`src/roc_defs.svh`:
```
/*
 * Constants for the relay output channel control block: timing figures,
 * derived cycle counts and reset values.
 * Assumes a single 100 MHz clock and inclusion by bare name.
 */
`ifndef ROC_DEFS_SVH
`define ROC_DEFS_SVH


// ============================================================
// Clock
`define ROC_CLK_MHZ      100

// ============================================================
// Timing
`define ROC_CYCLE_US     6500
`define ROC_CYCLE_CLKS   (`ROC_CYCLE_US * `ROC_CLK_MHZ)
`define ROC_MS_US        1000
`define ROC_MS_CLKS      (`ROC_MS_US * `ROC_CLK_MHZ)
`define ROC_WD_MS        500
`define ROC_WD_FAILS     3
`define ROC_RESP_MS      20

// ============================================================
// Structure and reset values
`define ROC_CHANNELS     2
`define ROC_DLY_W        16
`define ROC_RST_OUT      1'b0

`endif

```
`src/roc_pkg.sv`:
```
/*
 * Types and the error substitution function of the relay output block.
 * Assumes roc_defs.svh is available on the include path.
 */
`default_nettype none

package roc_pkg;

	// ============================================================
	// Error handling modes
	typedef enum logic [1:0]
	{
		ROC_ERR_CURRENT = 2'b00,
		ROC_ERR_SUBST   = 2'b01,
		ROC_ERR_LAST    = 2'b10
	} roc_err_mode_t;

	// ============================================================
	// Error substitution, used for every channel
	function automatic logic roc_err_apply(
		input roc_err_mode_t mode,
		input logic          err,
		input logic          src,
		input logic          subst,
		input logic          last
	);
		logic v;
		v = src;
		if (err)
		begin
			unique case (mode)
				ROC_ERR_CURRENT: v = src;
				ROC_ERR_SUBST:   v = subst;
				ROC_ERR_LAST:    v = last;
				// Unused code falls back to the safe substitute value
				default:         v = subst;
			endcase
		end
		return v;
	endfunction

endpackage

`default_nettype wire

```
`src/roc_chan_if.sv`:
```
/*
 * Carrier between the channel conditioning logic and one delay stage.
 * Assumes both ends run on the same clock.
 */
`timescale 1ns/1ps
`default_nettype none

interface roc_chan_if #(parameter int DLY_W = 16);
	logic             target;
	logic             forceOff;
	logic             msTick;
	logic [DLY_W-1:0] onDly;
	logic [DLY_W-1:0] offDly;
	logic             out;

	modport ctl (output target, forceOff, msTick, onDly, offDly, input out);
	modport chn (input target, forceOff, msTick, onDly, offDly, output out);
endinterface

`default_nettype wire

```
`src/roc_delay.sv`:
```
/*
 * ON/OFF delay stage and relay drive flop of one channel.
 * Assumes a one-cycle millisecond tick from the channel control logic.
 */
`timescale 1ns/1ps
`default_nettype none
`include "roc_defs.svh"

module roc_delay
	import roc_pkg::*;
#(
	parameter int DLY_W = `ROC_DLY_W
)
(
	input wire logic mclk,
	input wire logic rst_n,
	roc_chan_if.chn  ch
);

	typedef struct packed
	{
		logic             out;
		logic [DLY_W-1:0] cnt;
	} roc_dly_st_t;

	roc_dly_st_t s_q;
	roc_dly_st_t s_d;
	logic [DLY_W-1:0] dly;

	// ============================================================
	// Delay filter
	always_comb
	begin
		s_d = s_q;
		dly = ch.target ? ch.onDly : ch.offDly;
		if (ch.forceOff)
		begin
			s_d.out = 1'b0;
			s_d.cnt = '0;
		end
		else if (ch.target == s_q.out)
		begin
			// A pulse shorter than the delay never reaches the relay
			s_d.cnt = '0;
		end
		else if (dly == '0)
		begin
			s_d.out = ch.target;
		end
		else if (ch.msTick)
		begin
			if (s_q.cnt >= DLY_W'(dly - 1'b1))
			begin
				s_d.out = ch.target;
				s_d.cnt = '0;
			end
			else
			begin
				s_d.cnt = DLY_W'(s_q.cnt + 1'b1);
			end
		end
	end

	always_ff @(posedge mclk or negedge rst_n)
	begin
		if (!rst_n)
		begin
			s_q.out <= `ROC_RST_OUT;
			s_q.cnt <= '0;
		end
		else
		begin
			s_q <= s_d;
		end
	end

	assign ch.out = s_q.out;
endmodule // roc_delay

`default_nettype wire

```
`src/roc_top.sv`:
```
/*
 * Relay output channel control: com unit exchange cycle, watchdog,
 * source selection, error substitution, negation and relay drive.
 * Assumes all inputs come from logic on mclk; config ports are static
 * or change between exchanges.
 */
`timescale 1ns/1ps
`default_nettype none
`include "roc_defs.svh"

module roc_top
	import roc_pkg::*;
#(
	parameter int N          = `ROC_CHANNELS,
	parameter int DLY_W      = `ROC_DLY_W,
	parameter int CYCLE_CLKS = `ROC_CYCLE_CLKS,
	parameter int MS_CLKS    = `ROC_MS_CLKS,
	parameter int WD_MS      = `ROC_WD_MS
)
(
	input  wire logic             mclk,
	input  wire logic             rst_n,
	input  wire logic             xferDone,
	input  wire logic             xferOk,
	input  wire logic [N-1:0]     busValue,
	input  wire logic [N-1:0]     busInvalid,
	input  wire logic             moduleActive,
	input  wire logic [N-1:0]     simMode,
	input  wire logic [N-1:0]     simValue,
	input  wire logic [N-1:0]     simInvalid,
	input  wire logic [2*N-1:0]   errMode,
	input  wire logic [N-1:0]     substValue,
	input  wire logic [N-1:0]     negate,
	input  wire logic [N*DLY_W-1:0] onDelayMs,
	input  wire logic [N*DLY_W-1:0] offDelayMs,
	output logic                  exchReq,
	output logic [N-1:0]          relayDrive,
	output logic [N-1:0]          chanError,
	output logic                  watchdogTripped
);

	localparam int CYC_W = $clog2(CYCLE_CLKS);
	localparam int MS_W  = $clog2(MS_CLKS);
	localparam int WD_W  = $clog2(WD_MS) + 1;

	// ============================================================
	// State
	typedef struct packed
	{
		logic [CYC_W-1:0] cycCnt;
		logic             exchReq;
		logic             waitAns;
		logic [MS_W-1:0]  msCnt;
		logic             msTick;
		logic [1:0]       failCnt;
		logic [WD_W-1:0]  wdCnt;
		logic             wdTrip;
		logic [N-1:0]     busVal;
		logic [N-1:0]     busInv;
		logic [N-1:0]     lastVal;
		logic [N-1:0]     chanErr;
		logic [N-1:0]     procVal;
		logic             forceOff;
	} roc_top_st_t;

	roc_top_st_t s_q;
	roc_top_st_t s_d;
	logic        cycWrap;
	logic        xferFail;
	logic        xferGood;
	logic        src;
	logic        srcInv;
	logic        err;
	logic        val;

	// ============================================================
	// Exchange cycle, watchdog and channel conditioning
	always_comb
	begin
		s_d = s_q;
		src = 1'b0;
		srcInv = 1'b0;
		err = 1'b0;
		val = 1'b0;

		// Fixed exchange cycle, independent of any measuring time
		cycWrap = (s_q.cycCnt == CYC_W'(CYCLE_CLKS - 1));
		s_d.cycCnt = cycWrap ? '0 : CYC_W'(s_q.cycCnt + 1'b1);
		s_d.exchReq = cycWrap;

		s_d.msTick = (s_q.msCnt == MS_W'(MS_CLKS - 1));
		s_d.msCnt = s_d.msTick ? '0 : MS_W'(s_q.msCnt + 1'b1);

		// A request left unanswered at the next cycle counts as failed
		xferGood = xferDone && xferOk;
		xferFail = (xferDone && !xferOk) ||
			(cycWrap && s_q.waitAns && !xferDone);
		if (cycWrap)
			s_d.waitAns = 1'b1;
		else if (xferDone)
			s_d.waitAns = 1'b0;

		if (xferGood)
		begin
			s_d.busVal = busValue;
			s_d.busInv = busInvalid;
			s_d.failCnt = '0;
			s_d.wdCnt = '0;
			s_d.wdTrip = 1'b0;
		end
		else
		begin
			if (xferFail && s_q.failCnt != 2'(`ROC_WD_FAILS))
				s_d.failCnt = 2'(s_q.failCnt + 1'b1);
			// Timer runs only once the failure run is complete
			if (s_q.failCnt == 2'(`ROC_WD_FAILS) && !s_q.wdTrip &&
				s_q.msTick)
			begin
				s_d.wdCnt = WD_W'(s_q.wdCnt + 1'b1);
				if (s_q.wdCnt == WD_W'(WD_MS - 1))
					s_d.wdTrip = 1'b1;
			end
		end

		// Only the data status and the watchdog raise an error; there is
		// no wiring fault input at all
		for (int i = 0; i < N; i++)
		begin
			src = simMode[i] ? simValue[i] : s_q.busVal[i];
			srcInv = simMode[i] ? simInvalid[i] : s_q.busInv[i];
			err = s_q.wdTrip || srcInv;
			val = roc_err_apply(roc_err_mode_t'(errMode[2*i +: 2]),
				err, src, substValue[i], s_q.lastVal[i]);
			if (!err)
				s_d.lastVal[i] = src;
			s_d.chanErr[i] = err;
			s_d.procVal[i] = val ^ negate[i];
		end

		// Module-wide active bit and watchdog both cut every relay
		s_d.forceOff = s_d.wdTrip || !moduleActive;
	end

	always_ff @(posedge mclk or negedge rst_n)
	begin
		if (!rst_n)
		begin
			s_q <= '0;
		end
		else
		begin
			s_q <= s_d;
		end
	end

	// ============================================================
	// Delay stages; two register stages keep the response far below
	// the 20 ms limit when delays are zero
	generate
		for (genvar g = 0; g < N; g++)
		begin : g_chan
			roc_chan_if #(.DLY_W(DLY_W)) chIf ();

			assign chIf.target   = s_q.procVal[g];
			assign chIf.forceOff = s_q.forceOff;
			assign chIf.msTick   = s_q.msTick;
			assign chIf.onDly    = onDelayMs[g*DLY_W +: DLY_W];
			assign chIf.offDly   = offDelayMs[g*DLY_W +: DLY_W];

			roc_delay #(.DLY_W(DLY_W)) u_delay
			(
				.mclk  (mclk),
				.rst_n (rst_n),
				.ch    (chIf.chn)
			);

			assign relayDrive[g] = chIf.out;
		end
	endgenerate

	assign exchReq         = s_q.exchReq;
	assign chanError       = s_q.chanErr;
	assign watchdogTripped = s_q.wdTrip;
endmodule // roc_top

`default_nettype wire

```
`config.mk`:
```
export PLATFORM = sky130hd
export DESIGN_NAME = roc_top
export DESIGN_NICKNAME = d
export VERILOG_FILES = /design/src/roc_pkg.sv /design/src/roc_chan_if.sv /design/src/roc_delay.sv /design/src/roc_top.sv
export VERILOG_INCLUDE_DIRS = /design/src
export SDC_FILE = /design/constraint.sdc
export NUM_CORES = 1
export LEC_CHECK = 0
export BUFFER_PORTS_ARGS = -buffer_cell sky130_fd_sc_hd__buf_4
export CORE_UTILIZATION = 63
export CTS_CLUSTER_SIZE = 10
export DETAILED_ROUTE_END_ITERATION = 8
export PLACE_DENSITY = 0.86
export REMOVE_ABC_BUFFERS = 1
export SETUP_SLACK_MARGIN = 0.4
export SYNTH_ARGS = -nofsm -noshare
export SYNTH_HDL_FRONTEND = slang
export SYNTH_SLANG_ARGS = --single-unit
```
`constraint.sdc`:
```
create_clock -name mclk -period 8.82 [get_ports mclk]
set_input_delay 1.764 -clock mclk [delete_from_list [all_inputs] [get_ports mclk]]
set_output_delay 1.764 -clock mclk [all_outputs]
set_load 0.05 [all_outputs]
```
==> metrics list <==
- After clock tree synthesis, the setup repair step added 0 buffers.
- The area growth from synthesis to layout is 14.46%.
- Wirelength per Cell: 15.50 µm
* NumNets Final: 936
- Setup violations remaining at the end of the flow were counted as 0.
* Setup Crit Path Kind: in2reg
- Time the worst path needs with I/O delays and setup: 5.406 ns
- Prevailing post-synth register cell: sky130_fd_sc_hd__dfrtp_1
- After detailed placement, the design holds a cell count of 934.
* Met3 usage in global routing: 3.993%
* Final instance area: 0.007636 mm²
- The final hold violation count was 0.
- Number of levels in the clock H-tree: 3
- Result of the run: finished, final reports clean
- Pin count of the biggest net entering global routing: 58
* Sinks on Clock Net: 98
* Number of flops mapped to enable cells by yosys: 0
- Worst Setup End Kind: flop
* Count of pins over their slew limit: 0
- Buffers inserted to repair hold after CTS numbered 0.
- I/O Buffers: 92
* Diodes inserted: 0
* Final weighted congestion in routability-driven placement: 0.8459
* Critical path data required time: 9.07 ns
* Placed Area: 0.007428 mm²
- After the first detailed-routing iteration, the DRC count stood at 372.
- Number of distinct standard cells referenced by the synthesized netlist: 57
- Static Leak: 3.579 nW
- Length of the first detailed-routing pass in iterations: 5
- The total area inside the core boundary comes to 0.01028 mm².
- In the synthesized netlist, the number of instances is 725.
- Summed over all layers, the routed wires come to 14.71 mm.
* Clock tree from TritonCTS: yes
- In this run the clock root is driven by a sky130_fd_sc_hd__clkbuf_8.
- Timing would allow up to 0.1850 GHz.
- Clock-pin slew was measured on the worst setup and hold paths at 0.09 ns.
- Crit share post-route: 61.30%
- In this run the remaining antenna-violating nets after routing total 0.
* Share of post-route cells with drive strength above 1: 16.48%
- Maxcap violations: 0
- The cell area that synthesis handed to floorplanning was 0.006671 mm².
- Vertical die dimension: 104.9 µm
* Number of design rule violations left after detail routing: 0
- The average instance in the mapped netlist occupies 9.202 µm².
* Maximum fanout along the worst path: 15
* Measured slew at the worst slew-check pin: 0.8551 ns
* FILL cells: 770
- The worst-case IR drop observed on VDD is 0.1119 mV.
- Type of the tightest min-delay check: reg2reg
* Effective utilization at floorplan: 64.91%
* Worst r2r path cells: 16
* Via count: 5790
- Gr usage total: 27.65%
- Counting the buffers created by CTS gives 9.
* Proportion of synthesized flip-flops having asynchronous set or reset: 100.0%
- Global-route wire length before repair: 24.82 mm
- Count of cells along the worst hold path: 1
* Vias per inst: 6.101
- In the global route stage, met1 resource usage came out at 35.97%.
- The via count of the first global-routing pass came to 5607.
- In the layout the commonest cells are 98 x sky130_fd_sc_hd__dfrtp_1, 96 x sky130_fd_sc_hd__buf_4, 89 x sky130_fd_sc_hd__nor2_1.
- Overall die area: 0.01101 mm²
* Setup skew after layout: 0.01085 ns
* Power Density: 133.6 mW/mm²
- Global routing used 47.73% of the available met2 tracks.
* Synth Register Bits: 98
- Power comes to 1.020 mW.
* Maximum clock path buffer count: 2
- Summing the sequential cell areas from Yosys gives 36.76% of the chip area.
- Setup repair after global routing left no endpoint under its margin.
- Number of placement rows: 37
- Estimated wirelength of the detail-placed design: 11.08 mm
- The library cell used most frequently in the layout, excluding fill and tap cells, is sky130_fd_sc_hd__dfrtp_1.
* Horizontal extent of the die: 104.9 µm
* Top-level port count: 93
- Antenna violations before repair: 0
- Total global routing overflow: 0
- Nature of the critical path startpoint: input port
- Adding up every negative setup slack in the final design gives 0 ns.
* Post-route insts no fill: 949
- Most Crowded Layer GR: met2
* Synthesis warning total: 0
- Tightest slew margin relative to the limit: 42.52%
- Once the clock tree was built, the resizer swapped 0 gates to a different size.
- The clock reaches the later pin of the worst-skew pair after 0.37 ns.
- CP Data Arrival Time: 5.66 ns
[cell type report]
type / instances / area (µm²) / share of cell area (%)
clock buffer: 10 / 127.6 / 1.671
inverter: 8 / 30.03 / 0.3932
sequential: 98 / 2452 / 32.12
timing repair buffer: 96 / 720.7 / 9.438
clock inverter: 5 / 80.08 / 1.049
tap: 136 / 170.2 / 2.228
multi-input combinational: 596 / 4055 / 53.11
[report_power, final]
| part | total (mW) | switching [mW] | internal, mW |
|---|---|---|---|
| Combinational | 0.246 | 0.137 | 0.109 |
| Sequential | 0.467 | 0.00605 | 0.461 |
| Clock | 0.306 | 0.149 | 0.158 |
[synth_stat cells, types with 3 or more instances]
cell / n / area (µm²)
sky130_fd_sc_hd__a311o_1: 3 / 30.03
sky130_fd_sc_hd__nor2_1: 89 / 334.1
sky130_fd_sc_hd__clkbuf_1: 8 / 30.03
sky130_fd_sc_hd__nand2b_1: 11 / 68.82
sky130_fd_sc_hd__nor2b_1: 16 / 100.1
sky130_fd_sc_hd__nor3_1: 21 / 105.1
sky130_fd_sc_hd__o2bb2ai_1: 3 / 26.28
sky130_fd_sc_hd__nand2_1: 38 / 142.6
sky130_fd_sc_hd__a211o_1: 3 / 26.28
sky130_fd_sc_hd__inv_1: 8 / 30.03
sky130_fd_sc_hd__o31ai_1: 7 / 52.55
sky130_fd_sc_hd__ha_1: 40 / 500.5
sky130_fd_sc_hd__a21o_1: 8 / 60.06
sky130_fd_sc_hd__and2_1: 3 / 18.77
sky130_fd_sc_hd__mux2_2: 7 / 78.83
sky130_fd_sc_hd__a21oi_1: 31 / 155.2
sky130_fd_sc_hd__and3_1: 29 / 181.4
sky130_fd_sc_hd__buf_4: 8 / 60.06
sky130_fd_sc_hd__or4b_2: 4 / 40.04
sky130_fd_sc_hd__nand4_1: 14 / 87.58
sky130_fd_sc_hd__nand3_1: 42 / 210.2
sky130_fd_sc_hd__nor3b_1: 14 / 105.1
sky130_fd_sc_hd__xor2_1: 41 / 359.1
sky130_fd_sc_hd__mux2i_1: 30 / 300.3
sky130_fd_sc_hd__xnor2_1: 40 / 350.3
sky130_fd_sc_hd__o21ai_0: 37 / 185.2
sky130_fd_sc_hd__buf_1: 3 / 11.26
sky130_fd_sc_hd__a31oi_1: 7 / 43.79
sky130_fd_sc_hd__nand3b_1: 8 / 60.06
sky130_fd_sc_hd__and4_1: 4 / 35.03
sky130_fd_sc_hd__or3_1: 6 / 37.54
sky130_fd_sc_hd__nor4_1: 9 / 56.30
sky130_fd_sc_hd__dfrtp_1: 98 / 2452
sky130_fd_sc_hd__a22oi_1: 3 / 22.52
[logic make-up (layout without fill, tap and decap cells)]
logic type                 Yosys count  after routing  share of synthesized area, %
and+or+nand+nor                    323            323                         25.84
AOI/OAI and AO/OA                  115            115                         11.12
DFF                                 98             98                         36.76
xor gates and xnor gates            81             81                         10.63
adders and majority gates           40             40                         7.502
muxes                               37             37                         5.683
buffers and inverters               31            119                         2.457
[critical path, cell delays in order]
cell                       delay, ns
sky130_fd_sc_hd__buf_4          0.12
sky130_fd_sc_hd__nor4_1         0.38
sky130_fd_sc_hd__a22oi_1        0.18
sky130_fd_sc_hd__or3b_1         0.49
sky130_fd_sc_hd__or3_1          0.39
sky130_fd_sc_hd__xnor2_1        0.14
sky130_fd_sc_hd__mux2i_1        0.10
sky130_fd_sc_hd__ha_1           0.31
sky130_fd_sc_hd__nand4_1        0.11
sky130_fd_sc_hd__nor3_1         0.28
sky130_fd_sc_hd__o311ai_0       0.23
sky130_fd_sc_hd__nand3_1        0.44
sky130_fd_sc_hd__or2_1          0.27
sky130_fd_sc_hd__nor4_1         0.09
sky130_fd_sc_hd__a311o_1        0.34
[flip-flops by register name, summed over array words and instances (netlist names)]
name and cells:
s_q 56, g_chan.u_delay.s_q 32, chanError 2, g_chan.chIf.target 2, g_chan.u_delay.ch.out 2, exchReq 1, g_chan.chIf.forceOff 1, g_chan.chIf.msTick 1
watchdogTripped 1
[path summary, 6_finish.rpt]
kind	endpoint	slack, ns	from
max in group asynchronous	s_q[50]	6.36	rst_n
worst max-delay path	g_chan[0].u_delay.s_q[15]	3.41	offDelayMs[3]
worst max register to register	g_chan[0].u_delay.s_q[15]	4.30	g_chan[0].chIf.target
worst min register to register	s_q[44]	0.47	s_q[44]
min in group asynchronous	g_chan[0].u_delay.s_q[9]	1.35	rst_n
worst min-delay path	s_q[44]	0.47	s_q[44]
[per-stage QoR]
stage	hold WS [ns]	worst slack (ns)	utilization, %
3_3_place_gp	0.4423	3.260	72.28
6_report	0.4720	3.414	74.30
4_1_cts	0.4766	3.449	74.30
5_1_grt	0.4826	2.949	74.30
2_1_floorplan	0.4244	3.665	-
3_5_place_dp	0.4646	3.086	72.28
[metal layers]
| metal | vias up | routed length [µm] | part of all wire (%) |
|---|---|---|---|
| met3 | 26 | 875 | 6.0 |
| met5 | - | 0 | 0 |
| met2 | 203 | 7186 | 49 |
| met4 | 0 | 221 | 1.5 |
| met1 | 2764 | 6422 | 44 |
| li1 | 2797 | - | - |
Power figures use the tool's default switching activity.
